--- src/lsc_pkg.sv ---
// Constants shared by the light sensor control logic: register map, control
// field positions, reset values and the bus and measurement state sets.
// Assumes one 200 MHz clock domain with a synchronous active-low reset.
//
// Contract
// Address 1000100 or 1000101 by select pin.
// Compare first byte's upper seven; bit0 direction.
// Master frames with start, address, stop; drives clock.
// Receiver holds data low during acknowledge.
// Control register changes only by master write.
// Result registers read-only, converter or timer.
// Three zero-reset registers: control, result low/high.
// Power-down and zero results after power-up.
// One-time: convert once, power down, keep result.
// Continuous: convert repeatedly, overwrite result.
// Power-down command stops measuring.
// Internal timing: oscillator cycles, n=4/8/12/16.
// External timing: interval between two sync writes.
// Address top bit set restarts integration.
// One shared converter for both sources.
// Bit7 enable, bit6 continuous, bit5 infrared.
// Bits4:2 select timing, resolution, output.
// Timer code reads count, converter code reads result.
// Bits1:0 select one of four ranges.
// Written address is the held read pointer.
// Both result bytes update together.

package lsc_pkg;

   // ----------------------------------------------------------------------
   // Bus addressing
   // ----------------------------------------------------------------------
   localparam logic [6:0] SLAVE_ADDR_BASE = 7'h44;
   localparam logic [3:0] BITS_PER_BYTE = 4'h8;
   localparam int SYNC_ADDR_BIT = 7;

   // ----------------------------------------------------------------------
   // Register map
   // ----------------------------------------------------------------------
   localparam logic [7:0] REG_CONTROL = 8'h00;
   localparam logic [7:0] REG_RESULT_LO = 8'h01;
   localparam logic [7:0] REG_RESULT_HI = 8'h02;
   localparam logic [7:0] CONTROL_RESET = 8'h00;
   localparam logic [15:0] RESULT_RESET = 16'h0000;
   localparam logic [7:0] UNMAPPED_READ = 8'h00;

   // ----------------------------------------------------------------------
   // Control register fields
   // ----------------------------------------------------------------------
   localparam int CTRL_ENABLE_BIT = 7;
   localparam int CTRL_CONT_BIT = 6;
   localparam int CTRL_SOURCE_BIT = 5;
   localparam int CTRL_TIMING_HI = 4;
   localparam int CTRL_TIMING_LO = 2;
   localparam int CTRL_SCALE_HI = 1;
   localparam int CTRL_SCALE_LO = 0;
   localparam logic [2:0] TIMING_EXT_ADC = 3'h4;
   localparam logic [2:0] TIMING_EXT_TIMER = 3'h5;

   // ----------------------------------------------------------------------
   // Converter sizing
   // ----------------------------------------------------------------------
   localparam int ADC_BITS = 16;
   localparam logic [4:0] ADC_FULL_BITS = 5'h10;
   localparam logic [16:0] CYCLE_LIMIT = 17'h10000;

   typedef enum logic [3:0] {
      BUS_IDLE, BUS_ADDR, BUS_ACK_ADDR, BUS_REG, BUS_ACK_REG,
      BUS_WDATA, BUS_ACK_WDATA, BUS_RDATA, BUS_RACK
   } lsc_bus_e;

   typedef enum logic [1:0] {MEAS_DOWN, MEAS_RUN} lsc_meas_e;

   typedef enum logic [1:0] {CONV_IDLE, CONV_ARMED, CONV_INT} lsc_conv_e;

endpackage

--- src/lsc_converter.sv ---
// Integration sequencer of the shared light converter: counts oscillator
// ticks to time an integration and charge-balance ticks to form the result.
// Assumes both tick inputs are single-cycle pulses already in the clk domain.
`timescale 1ns/100ps
`default_nettype none

module lsc_converter #(
   parameter int CountWidth = lsc_pkg::ADC_BITS
) (
   input wire logic clk,
   input wire logic reset_n,
   input wire logic oscTick,
   input wire logic chargeTick,
   input wire logic start,
   input wire logic abort,
   input wire logic syncStrobe,
   input wire logic extMode,
   input wire logic keepGoing,
   input wire logic [1:0] resolution,
   output logic done,
   output logic busy,
   output logic [CountWidth-1:0] adcOut,
   output logic [CountWidth-1:0] timerOut
);
   import lsc_pkg::*;

   lsc_conv_e convState;
   logic [16:0] cycleCount;
   logic [CountWidth-1:0] chargeCount;

   // ----------------------------------------------------------------------
   // Resolution decode
   // ----------------------------------------------------------------------
   // External timing always uses the full converter width.
   wire logic [4:0] intBits = 5'(ADC_FULL_BITS - {1'b0, resolution, 2'b00});
   wire logic [4:0] resBits = extMode ? ADC_FULL_BITS : intBits;
   wire logic [16:0] cycleTarget = 17'h00001 << resBits;
   wire logic [CountWidth-1:0] chargeMax = CountWidth'(cycleTarget - 17'h00001);
   wire logic intEnd = !extMode && (cycleCount == cycleTarget);
   wire logic extEnd = extMode && syncStrobe;
   wire logic integrationEnd = (convState == CONV_INT) && (intEnd || extEnd);
   wire logic [CountWidth-1:0] timerSat =
      cycleCount[16] ? {CountWidth{1'b1}} : cycleCount[CountWidth-1:0];

   assign busy = (convState != CONV_IDLE);

   always_ff @(posedge clk) begin
      if (!reset_n) begin
         convState <= CONV_IDLE;
         cycleCount <= 17'h00000;
         chargeCount <= '0;
         done <= 1'b0;
         adcOut <= '0;
         timerOut <= '0;
      end else begin
         done <= 1'b0;
         if (abort) begin
            convState <= CONV_IDLE;
         end else if (start) begin
            convState <= extMode ? CONV_ARMED : CONV_INT;
            cycleCount <= 17'h00000;
            chargeCount <= '0;
         end else begin
            case (convState)
               CONV_IDLE: begin
                  convState <= CONV_IDLE;
               end
               CONV_ARMED: begin
                  if (syncStrobe) begin
                     convState <= CONV_INT;
                     cycleCount <= 17'h00000;
                     chargeCount <= '0;
                  end
               end
               CONV_INT: begin
                  if (integrationEnd) begin
                     done <= 1'b1;
                     adcOut <= chargeCount;
                     timerOut <= timerSat;
                     cycleCount <= 17'h00000;
                     chargeCount <= '0;
                     // In continuous mode the end of an integration, by cycle count or sync write, opens the next; otherwise the converter returns to idle.
                     convState <= keepGoing ? CONV_INT : CONV_IDLE;
                  end else begin
                     if (oscTick && cycleCount != CYCLE_LIMIT) begin
                        cycleCount <= cycleCount + 17'h00001;
                     end
                     if (chargeTick && chargeCount != chargeMax) begin
                        chargeCount <= chargeCount + 1'b1;
                     end
                  end
               end
               default: begin
                  convState <= CONV_IDLE;
               end
            endcase
         end
      end
   end

   // ----------------------------------------------------------------------
   // Checks
   // ----------------------------------------------------------------------
   chk_int_length: assert property (@(posedge clk) disable iff (!reset_n)
      (convState == CONV_INT && !extMode && !start && !abort && cycleCount == cycleTarget)
         |=> done)
      else $error("internal integration did not end at its cycle count");

   chk_ext_interval: assert property (@(posedge clk) disable iff (!reset_n)
      (convState == CONV_INT && extMode && syncStrobe && !start && !abort)
         |=> done && $stable(extMode))
      else $error("sync write did not end the external integration");

endmodule
`default_nettype wire

--- src/lsc_sensor_ctrl.sv ---
// Top of the light sensor control logic: two-wire bus slave, the three
// byte registers, the sync write and the measurement sequencing.
// Assumes the bus master and the front end run from clocks unrelated to clk.
`timescale 1ns/100ps
`default_nettype none

module lsc_sensor_ctrl #(
   parameter int ResultWidth = lsc_pkg::ADC_BITS
) (
   input wire logic clk,
   input wire logic reset_n,
   input wire logic sclIn,
   input wire logic sdaIn,
   output logic sdaOut,
   output logic sdaOe,
   input wire logic addr_select_pin,
   input wire logic oscClk,
   input wire logic chargePulse,
   output logic frontEndOn,
   output logic sourceSelect,
   output logic [1:0] scaleSelect
);
   import lsc_pkg::*;

   // ----------------------------------------------------------------------
   // Pin synchronisers
   // ----------------------------------------------------------------------
   // Order: scl, sda, oscillator, charge pulse, address select.
   logic [4:0] pinMeta;
   logic [4:0] pinSync;
   logic [4:0] pinLast;
   wire logic [4:0] pinRaw = {addr_select_pin, chargePulse, oscClk, sdaIn, sclIn};

   always_ff @(posedge clk) begin
      if (!reset_n) begin
         pinMeta <= 5'h1F;
         pinSync <= 5'h1F;
         pinLast <= 5'h1F;
      end else begin
         pinMeta <= pinRaw;
         pinSync <= pinMeta;
         pinLast <= pinSync;
      end
   end

   wire logic sclRise = pinSync[0] && !pinLast[0];
   wire logic sclFall = !pinSync[0] && pinLast[0];
   wire logic sclHigh = pinSync[0] && pinLast[0];
   wire logic sdaBit = pinSync[1];
   // Start and stop are only seen with the clock high on both samples.
   wire logic startCond = sclHigh && pinLast[1] && !pinSync[1];
   wire logic stopCond = sclHigh && !pinLast[1] && pinSync[1];
   wire logic oscTick = pinSync[2] && !pinLast[2];
   wire logic chargeTick = pinSync[3] && !pinLast[3];
   wire logic [6:0] ownAddr = SLAVE_ADDR_BASE | {6'h00, pinSync[4]};

   // ----------------------------------------------------------------------
   // Bus slave state
   // ----------------------------------------------------------------------
   lsc_bus_e busState;
   logic [3:0] bitCount;
   logic [7:0] rxShift;
   logic [7:0] txShift;
   logic sdaDrive;
   logic masterNack;
   logic [7:0] regPointer;
   logic [7:0] control;
   logic controlWrite;
   logic syncStrobe;
   logic [ResultWidth-1:0] lastAdc;
   logic [ResultWidth-1:0] lastTimer;
   logic [ResultWidth-1:0] resultWord;
   lsc_meas_e measState;

   wire logic byteDone = sclFall && (bitCount == BITS_PER_BYTE);
   // The ninth clock carries the acknowledge; counting it would shift every later byte.
   wire logic ackPhase = (busState == BUS_ACK_ADDR) || (busState == BUS_ACK_REG) ||
                         (busState == BUS_ACK_WDATA) || (busState == BUS_RACK);
   wire logic addrHit = (rxShift[7:1] == ownAddr);
   wire logic readDir = rxShift[0];
   wire logic regByteDone = byteDone && (busState == BUS_REG);
   wire logic isSyncAddr = rxShift[SYNC_ADDR_BIT];
   wire logic dataByteDone = byteDone && (busState == BUS_WDATA);
   wire logic writeControl = dataByteDone && (regPointer == REG_CONTROL);

   // Unmapped pointers read as zero; result bytes are never writable.
   wire logic [7:0] readByte = (regPointer == REG_CONTROL) ? control :
                               (regPointer == REG_RESULT_LO) ? resultWord[7:0] :
                               (regPointer == REG_RESULT_HI) ? resultWord[15:8] :
                               UNMAPPED_READ;

   assign sdaOut = 1'b0;
   assign sdaOe = sdaDrive;

   // ----------------------------------------------------------------------
   // Bit shifting
   // ----------------------------------------------------------------------
   always_ff @(posedge clk) begin
      if (!reset_n) begin
         bitCount <= 4'h0;
         rxShift <= 8'h00;
         masterNack <= 1'b0;
      end else if (startCond || (sclFall && bitCount == BITS_PER_BYTE)) begin
         bitCount <= 4'h0;
      end else if (sclRise) begin
         masterNack <= sdaBit;
         if (!ackPhase) begin
            rxShift <= {rxShift[6:0], sdaBit};
            if (bitCount != BITS_PER_BYTE) begin
               bitCount <= bitCount + 4'h1;
            end
         end
      end
   end

   // ----------------------------------------------------------------------
   // Byte sequencing
   // ----------------------------------------------------------------------
   always_ff @(posedge clk) begin
      if (!reset_n) begin
         busState <= BUS_IDLE;
         sdaDrive <= 1'b0;
         txShift <= 8'h00;
      end else if (startCond) begin
         busState <= BUS_ADDR;
         sdaDrive <= 1'b0;
      end else if (stopCond) begin
         busState <= BUS_IDLE;
         sdaDrive <= 1'b0;
      end else if (sclFall) begin
         case (busState)
            BUS_ADDR: begin
               if (byteDone && addrHit) begin
                  busState <= BUS_ACK_ADDR;
                  sdaDrive <= 1'b1;
               end else if (byteDone) begin
                  busState <= BUS_IDLE;
               end
            end
            BUS_REG: begin
               if (byteDone) begin
                  busState <= BUS_ACK_REG;
                  sdaDrive <= 1'b1;
               end
            end
            BUS_WDATA: begin
               if (byteDone) begin
                  busState <= BUS_ACK_WDATA;
                  sdaDrive <= 1'b1;
               end
            end
            BUS_ACK_ADDR: begin
               if (readDir) begin
                  busState <= BUS_RDATA;
                  txShift <= readByte;
                  sdaDrive <= !readByte[7];
               end else begin
                  busState <= BUS_REG;
                  sdaDrive <= 1'b0;
               end
            end
            BUS_ACK_REG, BUS_ACK_WDATA: begin
               busState <= BUS_WDATA;
               sdaDrive <= 1'b0;
            end
            BUS_RDATA: begin
               if (byteDone) begin
                  busState <= BUS_RACK;
                  sdaDrive <= 1'b0;
               end else begin
                  txShift <= {txShift[6:0], 1'b0};
                  sdaDrive <= !txShift[6];
               end
            end
            BUS_RACK: begin
               // The pointer does not advance, so a burst repeats one register.
               if (!masterNack) begin
                  busState <= BUS_RDATA;
                  txShift <= readByte;
                  sdaDrive <= !readByte[7];
               end else begin
                  busState <= BUS_IDLE;
               end
            end
            default: begin
               busState <= BUS_IDLE;
               sdaDrive <= 1'b0;
            end
         endcase
      end
   end

   // ----------------------------------------------------------------------
   // Registers and strobes
   // ----------------------------------------------------------------------
   always_ff @(posedge clk) begin
      if (!reset_n) begin
         regPointer <= REG_CONTROL;
         control <= CONTROL_RESET;
         controlWrite <= 1'b0;
         syncStrobe <= 1'b0;
      end else begin
         controlWrite <= writeControl;
         syncStrobe <= regByteDone && isSyncAddr;
         if (regByteDone && !isSyncAddr) begin
            regPointer <= rxShift;
         end
         if (writeControl) begin
            control <= rxShift;
         end
      end
   end

   // ----------------------------------------------------------------------
   // Measurement sequencing
   // ----------------------------------------------------------------------
   wire logic enabled = control[CTRL_ENABLE_BIT];
   wire logic continuous = control[CTRL_CONT_BIT];
   wire logic [2:0] timingCode = control[CTRL_TIMING_HI:CTRL_TIMING_LO];
   wire logic extMode = timingCode[2];
   wire logic timingValid = !(timingCode[2] && timingCode[1]);
   wire logic timerSelected = (timingCode == TIMING_EXT_TIMER);
   wire logic startMeas = controlWrite && enabled && timingValid;
   wire logic stopMeas = controlWrite && !(enabled && timingValid);
   wire logic convDone;
   wire logic convBusy;
   wire logic [ResultWidth-1:0] convAdc;
   wire logic [ResultWidth-1:0] convTimer;
   wire logic [ResultWidth-1:0] next_resultWord = timerSelected ? lastTimer : lastAdc;

   // The front end follows the sequencer; source and scale steer it directly.
   assign frontEndOn = (measState == MEAS_RUN);
   assign sourceSelect = control[CTRL_SOURCE_BIT];
   assign scaleSelect = control[CTRL_SCALE_HI:CTRL_SCALE_LO];

   lsc_converter #(
      .CountWidth(ResultWidth)
   ) converter (
      .clk(clk),
      .reset_n(reset_n),
      .oscTick(oscTick),
      .chargeTick(chargeTick),
      .start(startMeas),
      .abort(stopMeas),
      .syncStrobe(syncStrobe),
      .extMode(extMode),
      .keepGoing(continuous),
      .resolution(control[CTRL_TIMING_LO+1:CTRL_TIMING_LO]),
      .done(convDone),
      .busy(convBusy),
      .adcOut(convAdc),
      .timerOut(convTimer)
   );

   always_ff @(posedge clk) begin
      if (!reset_n) begin
         measState <= MEAS_DOWN;
         lastAdc <= RESULT_RESET;
         lastTimer <= RESULT_RESET;
         resultWord <= RESULT_RESET;
      end else begin
         resultWord <= next_resultWord;
         if (convDone) begin
            lastAdc <= convAdc;
            lastTimer <= convTimer;
         end
         if (startMeas) begin
            measState <= MEAS_RUN;
         end else if (stopMeas) begin
            measState <= MEAS_DOWN;
         end else if (convDone && !continuous) begin
            measState <= MEAS_DOWN;
         end
      end
   end

   // ----------------------------------------------------------------------
   // Checks
   // ----------------------------------------------------------------------
   chk_addr_ack: assert property (@(posedge clk) disable iff (!reset_n)
      (busState == BUS_ADDR && byteDone && !startCond && !stopCond && addrHit)
         |=> busState == BUS_ACK_ADDR && sdaOe)
      else $error("matching address was not acknowledged");

   chk_addr_miss: assert property (@(posedge clk) disable iff (!reset_n)
      (busState == BUS_ADDR && byteDone && !startCond && !stopCond && !addrHit)
         |=> busState == BUS_IDLE && !sdaOe)
      else $error("foreign address was acknowledged");

   chk_ack_hold: assert property (@(posedge clk) disable iff (!reset_n)
      (busState == BUS_ACK_REG || busState == BUS_ACK_WDATA) |-> sdaOe)
      else $error("data byte acknowledge released early");

   chk_ctrl_stable: assert property (@(posedge clk) disable iff (!reset_n)
      !writeControl |=> $stable(control))
      else $error("control register changed without a write");

   chk_power_up: assert property (@(posedge clk) disable iff (!reset_n)
      $rose(reset_n) |-> resultWord == RESULT_RESET && measState == MEAS_DOWN)
      else $error("not powered down with zero results after reset");

   chk_oneshot_stop: assert property (@(posedge clk) disable iff (!reset_n)
      (convDone && !continuous && !controlWrite) |=> measState == MEAS_DOWN ##1 !convBusy)
      else $error("one-time measurement did not power down");

   chk_cont_update: assert property (@(posedge clk) disable iff (!reset_n)
      (convDone && continuous && !controlWrite)
         |=> measState == MEAS_RUN && lastAdc == $past(convAdc))
      else $error("continuous measurement did not refresh the result");

   chk_stop_cmd: assert property (@(posedge clk) disable iff (!reset_n)
      stopMeas |=> measState == MEAS_DOWN ##1 !convBusy)
      else $error("power-down write did not stop measuring");

   chk_sync_pulse: assert property (@(posedge clk) disable iff (!reset_n)
      (regByteDone && isSyncAddr && !startCond && !stopCond)
         |=> syncStrobe && $stable(regPointer))
      else $error("sync address write did not pulse the restart");

   chk_result_pair: assert property (@(posedge clk) disable iff (!reset_n)
      ($changed(lastAdc) || $changed(lastTimer)) |-> $past(convDone))
      else $error("result bytes changed outside a conversion end");

   chk_result_sel: assert property (@(posedge clk) disable iff (!reset_n)
      timerSelected |=> resultWord == $past(lastTimer))
      else $error("timer code did not present the timer count");

endmodule
`default_nettype wire

--- config.mk ---
export PLATFORM = sky130hd
export DESIGN_NAME = lsc_sensor_ctrl
export DESIGN_NICKNAME = d
export VERILOG_FILES = /design/src/lsc_pkg.sv /design/src/lsc_converter.sv /design/src/lsc_sensor_ctrl.sv
export SDC_FILE = /design/constraint.sdc
export NUM_CORES = 1
export LEC_CHECK = 0
export BUFFER_PORTS_ARGS = -buffer_cell sky130_fd_sc_hd__buf_2
export CORE_ASPECT_RATIO = 0.75
export CORE_MARGIN = 2
export CORE_UTILIZATION = 63
export DETAILED_ROUTE_END_ITERATION = 6
export PLACE_DENSITY = 0.8
export SLEW_MARGIN = 20
export SYNTH_ARGS = -nofsm -noshare
export SYNTH_HDL_FRONTEND = slang
export SYNTH_SLANG_ARGS = --single-unit
--- constraint.sdc ---
create_clock -name clk -period 4.4 [get_ports clk]
set_clock_uncertainty 0.05 [all_clocks]
set_input_delay 1.1 -clock clk [delete_from_list [all_inputs] [get_ports clk]]
set_output_delay 1.1 -clock clk [all_outputs]
set_load 0.01 [all_outputs]
==> results of run 1 <==
per-stage QoR:
stage,utilization [%],hold WS [ns]
global placement,65.8,0.341
floorplan,-,0.336
CTS,70.4,0.366
global route,70.5,0.374
detailed placement,65.8,0.348
finish,70.5,0.361
metal layers:
layer | track usage (%) | vias to the layer above
met5 | 0 | -
met4 | 8.97 | 0
met3 | 5.65 | 46
met2 | 44.9 | 278
met1 | 40.0 | 3107
li1 | - | 3106
final timing paths:
path                                               from                                     to  depth (start not counted)
worst max-delay path            control[2]$_SDFFE_PN0P_  converter.chargeCount[6]$_SDFFE_PN0P_                         11
worst min-delay path              pinMeta[1]$_SDFF_PN1_                  pinSync[1]$_SDFF_PN1_                          1
worst max register to register  control[2]$_SDFFE_PN0P_  converter.chargeCount[6]$_SDFFE_PN0P_                         11
worst min register to register    pinMeta[1]$_SDFF_PN1_                  pinSync[1]$_SDFF_PN1_                          1
cell usage after synthesis (all sizes together) (3+ instances only):
master and count:
xor2 5, dfxtp 174, and2 6, buf 26, nand2b 29, nor4b 3
nor2 57, o21ai 44, or3 15, inv 13, nor4 7, nand3b 9
a21boi 45, nand4 9, a21oi 24, o211ai 9, nand3 20, nand2 120
and3 16, nor3b 21, ha 10, a221o 6, nor2b 66, mux2i 66
xnor2 6, clkbuf 40, mux2 3, a32o 3, nor3 22, or4 9
cell type report:
type	count	area, um^2
inverter	13	48.8
clock buffer	18	429
timing repair buffer	20	138
clock inverter	14	144
tap	166	208
sequential	174	3480
fill	913	3670
multi-input combinational	662	4320
layout by cell type, fill, tap and decap left out, drive strengths merged, types with 10 or more instances in the layout:
master / synthesis / final
ha: 10 / 10
buf: 26 / 20
or3: 15 / 15
nand2: 120 / 120
nand3: 20 / 20
dfxtp: 174 / 174
a21boi: 45 / 45
nand2b: 29 / 29
nor3b: 21 / 21
nor2b: 66 / 66
mux2i: 66 / 66
nor3: 22 / 22
and3: 16 / 16
a21oi: 24 / 24
clkbuf: 40 / 18
inv: 13 / 20
o21ai: 44 / 44
nor2: 57 / 57
power by group:
| group | total (uW) | internal [uW] | switching (uW) |
|---|---|---|---|
| registers | 1590 | 1580 | 6.75 |
| clock network | 1450 | 756 | 694 |
| logic | 64.2 | 28.8 | 35.4 |
state kept, by name (all words and copies together) (netlist names), 7 cells and up:
signal,flops
regPointer,8
rxShift,8
converter.cycleCount,17
lastTimer,16
txShift,7
converter.adcOut,16
resultWord,16
lastAdc,16
converter.chargeCount,16
control,8
converter.timerOut,16
cell families after synthesis:
family | count (synthesis) | share of synthesized area, %
other cells | 1 | 0.0462
xor+xnor | 11 | 1.19
flops | 174 | 42.9
mux | 69 | 8.55
compound gates | 155 | 13.3
buf+inv | 79 | 4.39
fa+ha+maj | 10 | 1.54
simple gates | 416 | 28.1
worst reg2reg max path, delay by kind of cell (launching register included):
kind            cells  cell delay, ns
mux                 1            0.34
xor+xnor            2            0.38
compound gates      3            0.95
fa+ha+maj           2            0.65
buf+inv             1            0.09
flops               1            0.54
simple gates        2            0.75
==> flow_metrics.py, run 1 <==
metrics = {
    "routing": {
        "finalWirelength_mm": 18.9,
        "wl_met1_mm": 8.69,
        "wl_met2_mm": 8.44,
        "ant_nets": 0,
        "wl_met3_mm": 1.43,
        "highest_layer": "met4",
        "routedWlPerCell_um": 17.7,
        "drc": 0,
        "drtIter0Drc": 534,
        "viasPerCell": 6.13,
        "drtPass1Iterations": 5,
        "vias": 6537,
    },
    "place": {
        "dpl_cell_area_um2": 8190,
        "dpl.hpwl_mm": 12.9,
        "dp_cells": 1035,
        "dp_worst_setup_slack_ns": 0.639,
        "io_buffers": 11,
        "gp_congestion": 0.860,
    },
    "critical_path": {
        "crit_family": "compound AO/OA/AOI/OAI gates",
        "path_cells": "inv_1, ha_1, or4_1, ha_1, xnor2_1, xnor2_1, a2111oi_2, a311oi_2, o21ai_2, nor3_1, mux2_1",
        "crit_slowest_cell": "a311oi_2",
        "cp_max_fo": 11,
        "worst_path_largest_cell_delay_ns": 0.71,
        "rrSetupSlack_ns": 0.54,
        "worstPathRequired_ns": 4.67,
        "worst_setup_path_start_kind": "flop",
        "worst-setup-path-type": "flop to flop",
        "critical_path_buf_inv_count": 1,
        "critPathCaptureType": "flop",
        "arrival_ns": 4.12,
    },
    "global_routing": {
        "grt_usage_pct": 28.6,
        "grt_pass1_wl_mm": 31.1,
        "grt_overflow_total": 0,
        "antenna_found_initial": 0,
        "grt_pass1_vias": 6222,
        "grt_start_max_net_pins": 82,
    },
    "die": {
        "initial_core_util_pct": 65.3,
        "core_region_area_um2": 12400,
        "ios": 13,
        "die_y_um": 102,
        "num_rows": 35,
        "dieArea_um2": 13800,
        "die_x_um": 135,
    },
    "logic_synthesis": {
        "synth_area_leaders": "dfxtp_1 43%, mux2i_1 8.1%, nand2_1 5.5%",
        "synth_edf_count": 0,
        "synthArstFlopShare_pct": 0,
        "syn_nets": 932,
        "synth_flop_cell": "dfxtp_1",
        "yosysTopAreaCellShare_pct": 42.9,
        "avgSynthCellArea_um2": 8.87,
        "netlist_area_um2": 8120,
        "synth_area_leader_cell": "dfxtp_1",
        "seq_area_frac_synth_pct": 42.9,
        "ys_types": 67,
        "yosysWarningCount": 0,
        "ys_ff_latch": 174,
        "syn-instance-count": 915,
    },
    "timing": {
        "fin_crit_sh_pct": 87.6,
        "finalSetupTns_ns": 0,
        "slew_headroom_pct": 27.5,
        "fin_crit_ns": 3.86,
        "hold_violations": 0,
        "max_freq_mhz": 259,
        "rsz0062_at_grt": "no",
        "worstMarginPinSlew_ns": 1.09,
        "slew_violations": 0,
        "finalWorstSetupSlack_ns": 0.544,
        "setup_violations": 0,
    },
    "clock_network": {
        "clk_latency_ns": 0.43,
        "cts_buffers": 17,
        "cts_tree": "done",
        "cts_buffer_depth": 2,
        "cts.sinks": 174,
        "htree_levels": 4,
        "clk_pin_slew_ns": 0.07,
        "root_buffer": "clkbuf_16",
        "post_cts_buffers": 0,
        "cts_resized": 0,
        "postCtsHoldBufs": 0,
    },
    "finish": {
        "drive_gt1_share_pct": 9.54,
        "nNetsFinal": 905,
        "antennaDiodeCount": 0,
        "postLayoutCellArea_um2": 8770,
        "fin_cells": 1067,
        "area_delta_synth_final_pct": 8.01,
    },
    "pwr": {
        "vdd_drop_max_mv": 0.362,
        "power.density_nw_per_um2": 354,
        "p_leak_uw": 0.00306,
        "p_total_uw": 3100,
    },
    "status": {
        "status": "complete, no violations",
    },
    "worst_hold_path": {
        "min_path_type": "flop to flop",
    },
    "flow_run": {
        "maxCapViolations": 0,
    },
}
No activity file was read; power rests on OpenSTA's default activity.
==> inputs of run 2 (changes only) <==
RECOVER_POWER = 25   (was not set)
==> flow_metrics.py, run 2 (synthesis results as in run 1) <==
metrics = {
    "place": {
        "dpl.hpwl_mm": 12.9,
        "dp_worst_setup_slack_ns": 0.639,
        "dpl_cell_area_um2": 8190,
        "io_buffers": 11,
        "gp_congestion": 0.860,
    },
    "critical_path": {
        "critPathCaptureType": "flop",
        "worst-setup-path-type": "flop to flop",
        "cp-startpoint": "control[2]$_SDFFE_PN0P_",
        "worst_setup_path_start_kind": "flop",
        "cp_max_fo": 11,
        "rr_startpoint": "control[2]$_SDFFE_PN0P_",
        "arrival_ns": 4.08,
        "worstPathRequired_ns": 4.67,
    },
    "die": {
        "die_y_um": 102,
        "initial_core_util_pct": 65.3,
        "ios": 13,
        "dieArea_um2": 13800,
        "core_region_area_um2": 12400,
        "num_rows": 35,
        "die_x_um": 135,
    },
    "global_routing": {
        "grt_use_met3_pct": 5.65,
        "grt_usage_pct": 28.6,
        "grt.busiest_layer": "met2",
        "grt_start_max_net_pins": 82,
        "grt_overflow_total": 0,
        "antenna_found_initial": 0,
        "grt_use_met1_pct": 40.0,
        "grt_pass1_vias": 6222,
        "met2_usage_pct": 44.9,
        "grt_pass1_wl_mm": 31.1,
    },
    "finish": {
        "final_common_cell": "dfxtp_1",
        "postLayoutCellArea_um2": 8760,
        "largest_register_ffs": 17,
        "layout_common_cells": "173 x dfxtp_1, 120 x nand2_1, 66 x nor2b_1, 66 x mux2i_1, 56 x nor2_1",
        "nNetsFinal": 905,
        "drive_gt1_share_pct": 9.32,
        "final_core_util_pct": 70.4,
        "antennaDiodeCount": 0,
        "largest-register": "converter.cycleCount",
        "fillers": 917,
        "area_delta_synth_final_pct": 7.89,
    },
    "timing": {
        "finalSetupTns_ns": 0,
        "rsz0062_at_grt": "no",
        "finalWorstSetupSlack_ns": 0.593,
        "fin_crit_ns": 3.81,
        "max_freq_mhz": 263,
        "hold_violations": 0,
        "slew_headroom_pct": -19.0,
        "slew_violations": 53,
        "setup_violations": 0,
        "worstMarginPinSlew_ns": 1.78,
        "fin_crit_sh_pct": 86.5,
    },
    "flow_run": {
        "maxCapViolations": 1,
    },
    "clock_network": {
        "postCtsHoldBufs": 0,
        "root_buffer": "clkbuf_16",
        "cts_buffer_depth": 2,
        "clk_latency_ns": 0.43,
        "cts.sinks": 174,
        "htree_levels": 4,
        "clk_pin_slew_ns": 0.07,
        "post_cts_buffers": 0,
        "cts_buffers": 17,
        "cts_tree": "done",
        "cts_resized": 0,
    },
    "routing": {
        "vias": 6487,
        "drc": 0,
        "drtPass1Iterations": 6,
        "viasPerCell": 6.08,
        "finalWirelength_mm": 18.9,
        "drtIter0Drc": 539,
        "routedWlPerCell_um": 17.7,
        "ant_nets": 0,
    },
    "worst_hold_path": {
        "min_path_type": "flop to flop",
        "worstHoldStart": "pinMeta[1]$_SDFF_PN1_",
    },
    "pwr": {
        "power.density_nw_per_um2": 354,
        "p_leak_uw": 0.00305,
        "vdd_drop_max_mv": 0.362,
        "p_total_uw": 3100,
    },
    "status": {
        "status": "finished with violations",
        "violations": "max-capacitance violations, max-slew violations",
    },
}
run 2: final timing paths:
check	to	slack (ns)	depth (start not counted)
min reg2reg	pinSync[1]$_SDFF_PN1_	0.36	1
max reg2reg	converter.chargeCount[6]$_SDFFE_PN0P_	0.59	11
min	pinSync[1]$_SDFF_PN1_	0.36	1
max	converter.chargeCount[6]$_SDFFE_PN0P_	0.59	11
run 2: stage by stage:
stage / instances / hold WS (ns)
after detailed placement: 1035 / 0.348
after global placement: 1035 / 0.341
after CTS: 1067 / 0.366
after global routing: 1067 / 0.374
final: 1067 / 0.361
after floorplan: 915 / 0.336
run 2: layout make-up:
| class | count | area, um^2 | area share, % |
|---|---|---|---|
| multi-input cells | 662 | 4320 | 49.3 |
| clock inverters | 14 | 144 | 1.64 |
| well taps | 166 | 208 | 2.37 |
| repair buffers | 20 | 128 | 1.46 |
| inverters | 13 | 48.8 | 0.557 |
| clock buffers | 18 | 429 | 4.90 |
| flip-flops and latches | 174 | 3480 | 39.8 |
run 2: critical path, stage by stage, from the launching register on:
cell and delay, ns:
dfxtp_1 0.54, inv_1 0.09, ha_1 0.41, or4_1 0.50
ha_1 0.24, xnor2_1 0.20, xnor2_1 0.17, a2111oi_2 0.07
a311oi_2 0.70, o21ai_2 0.17, nor3_1 0.22, mux2_1 0.34
run 2: per-layer routing:
metal / part of all wire, % / vias to the layer above
met5: 0 / -
met4: 1.8 / 0
met3: 6.3 / 41
met2: 45 / 218
met1: 47 / 3114
li1: - / 3114
run 2: power breakdown:
part | switching, uW | total, uW | internal, uW
sequential | 6.71 | 1590 | 1580
combinational | 35.1 | 64.5 | 29.4
clock | 696 | 1450 | 756
total | 738 | 3100 | 2370
==> inputs of run 3 (changes only) <==
PLACE_DENSITY = 0.83   (was 0.8)
==> flow_metrics.py, run 3 (synthesis results as in run 1) <==
metrics = {
    "routing": {
        "routedWlPerCell_um": 17.8,
        "drtIter0Drc": 555,
        "finalWirelength_mm": 19.0,
        "drtPass1Iterations": 5,
        "ant_nets": 0,
        "viasPerCell": 6.12,
        "drc": 0,
        "vias": 6514,
    },
    "die": {
        "core_region_area_um2": 12400,
        "ios": 13,
        "dieArea_um2": 13800,
        "die_x_um": 135,
        "initial_core_util_pct": 65.3,
        "die_y_um": 102,
        "num_rows": 35,
    },
    "finish": {
        "largest_register_ffs": 17,
        "final_common_cell": "dfxtp_1",
        "layout_common_cells": "173 x dfxtp_1, 120 x nand2_1, 66 x nor2b_1, 66 x mux2i_1, 56 x nor2_1",
        "drive_gt1_share_pct": 9.23,
        "largest-register": "converter.cycleCount",
        "final_core_util_pct": 70.4,
        "nNetsFinal": 903,
        "seqCellArea_um2": 3480,
        "postLayoutCellArea_um2": 8750,
        "fillers": 941,
        "area_delta_synth_final_pct": 7.83,
        "antennaDiodeCount": 0,
        "multi_input_area_um2": 4320,
    },
    "clock_network": {
        "cts_resized": 0,
        "cts_buffer_depth": 2,
        "cts_tree": "done",
        "clk_pin_slew_ns": 0.06,
        "postCtsHoldBufs": 0,
        "cts_buffers": 17,
        "htree_levels": 4,
        "clk_latency_ns": 0.43,
        "cts.sinks": 174,
        "post_cts_buffers": 0,
        "root_buffer": "clkbuf_16",
    },
    "timing": {
        "max_freq_mhz": 262,
        "fin_crit_ns": 3.82,
        "slew_violations": 58,
        "finalSetupTns_ns": 0,
        "holdWs_ns": 0.358,
        "worstMarginPinSlew_ns": 2.22,
        "slew_headroom_pct": -48.0,
        "hold_violations": 0,
        "fin_crit_sh_pct": 86.9,
        "rsz0062_at_grt": "no",
        "setup_violations": 0,
    },
    "critical_path": {
        "critPathCaptureType": "flop",
        "arrival_ns": 4.09,
        "worst-setup-path-type": "flop to flop",
        "cp-startpoint": "control[2]$_SDFFE_PN0P_",
        "rr_startpoint": "control[2]$_SDFFE_PN0P_",
        "r2r_end": "converter.chargeCount[6]$_SDFFE_PN0P_",
        "ff2ff_path_depth": 10,
        "cp_max_fo": 11,
        "worstPathRequired_ns": 4.66,
        "rrSetupSlack_ns": 0.58,
        "worst_setup_path_start_kind": "flop",
    },
    "pwr": {
        "p_total_uw": 3120,
        "swShare_pct": 21.6,
        "power.density_nw_per_um2": 356,
        "power_frac_clock_pct": 46.9,
        "seq_power_share_pct": 51.0,
        "vdd_drop_max_mv": 0.286,
        "intPower_uw": 2440,
        "p_sw_uw": 674,
        "p_comb_share_pct": 2.1,
        "p_leak_uw": 0.00305,
    },
    "worst_hold_path": {
        "min_path_type": "flop to flop",
        "whs_path_depth": 1,
        "worstHoldStart": "pinMeta[1]$_SDFF_PN1_",
        "whs_endpoint": "pinSync[1]$_SDFF_PN1_",
    },
    "place": {
        "dpl.hpwl_mm": 13.0,
        "gp_congestion": 0.892,
        "io_buffers": 11,
        "dpl_cell_area_um2": 8170,
    },
    "global_routing": {
        "grt_usage_pct": 28.5,
        "antenna_found_initial": 0,
        "grt_overflow_total": 0,
        "grt_start_max_net_pins": 105,
        "grt_pass1_wl_mm": 30.9,
        "grt_pass1_vias": 6138,
    },
    "status": {
        "status": "finished with violations",
        "violations": "max-capacitance violations, max-slew violations",
    },
    "flow_run": {
        "maxCapViolations": 1,
    },
}
## run 3: final cells by class
cell class	instances	area share, %
multi-input cells	662	49.3
flip-flops and latches	174	39.8
clock buffers	21	5.37
well taps	166	2.37
repair buffers	18	1.36
clock inverters	11	1.21
inverters	13	0.557
## run 3: worst max path at each step
stage                                             to  slack [ns]  depth (start not counted)
3_3_place_gp   converter.chargeCount[6]$_SDFFE_PN0P_        0.80                         10
4_1_cts        converter.chargeCount[6]$_SDFFE_PN0P_        0.58                         10
3_5_place_dp   converter.chargeCount[6]$_SDFFE_PN0P_        0.56                         10
2_1_floorplan  converter.chargeCount[6]$_SDFFE_PN0P_        0.97                         11
5_1_grt        converter.chargeCount[6]$_SDFFE_PN0P_        0.35                         11
6_report       converter.chargeCount[6]$_SDFFE_PN0P_        0.58                         10
## run 3: power by group through the flow
stage / Clock, uW / Sequential [uW] / Combinational (uW)
2_1_floorplan: 0 / 1620 / 52.4
3_3_place_gp: 0 / 1620 / 61.7
3_5_place_dp: 0 / 1620 / 63.6
4_1_cts: 1470 / 1590 / 63.7
5_1_grt: 1530 / 1590 / 71.0
6_report: 1460 / 1590 / 64.9
## run 3: per-stage QoR
stage / cells / worst slack [ns]
after global routing: 1065 / 0.348
after global placement: 1033 / 0.799
after CTS: 1065 / 0.579
after detailed placement: 1033 / 0.564
final: 1065 / 0.577
after floorplan: 915 / 0.969
## run 3: worst max-delay path, stage by stage (launching register included)
cell	delay, ns
dfxtp_1	0.53
inv_1	0.09
ha_1	0.41
or4_1	0.51
ha_1	0.25
or4_1	0.43
a2111oi_2	0.43
a311oi_2	0.31
o21ai_2	0.31
nor3_1	0.08
mux2_1	0.31
## run 3: per-layer routing
layer  track usage, %  wire (um)  up-vias
li1                 -          -     3103
met5                0          0        -
met4             7.45        155        0
met2             44.1       8470      262
met3             6.05       1370       26
met1             41.0       9000     3123
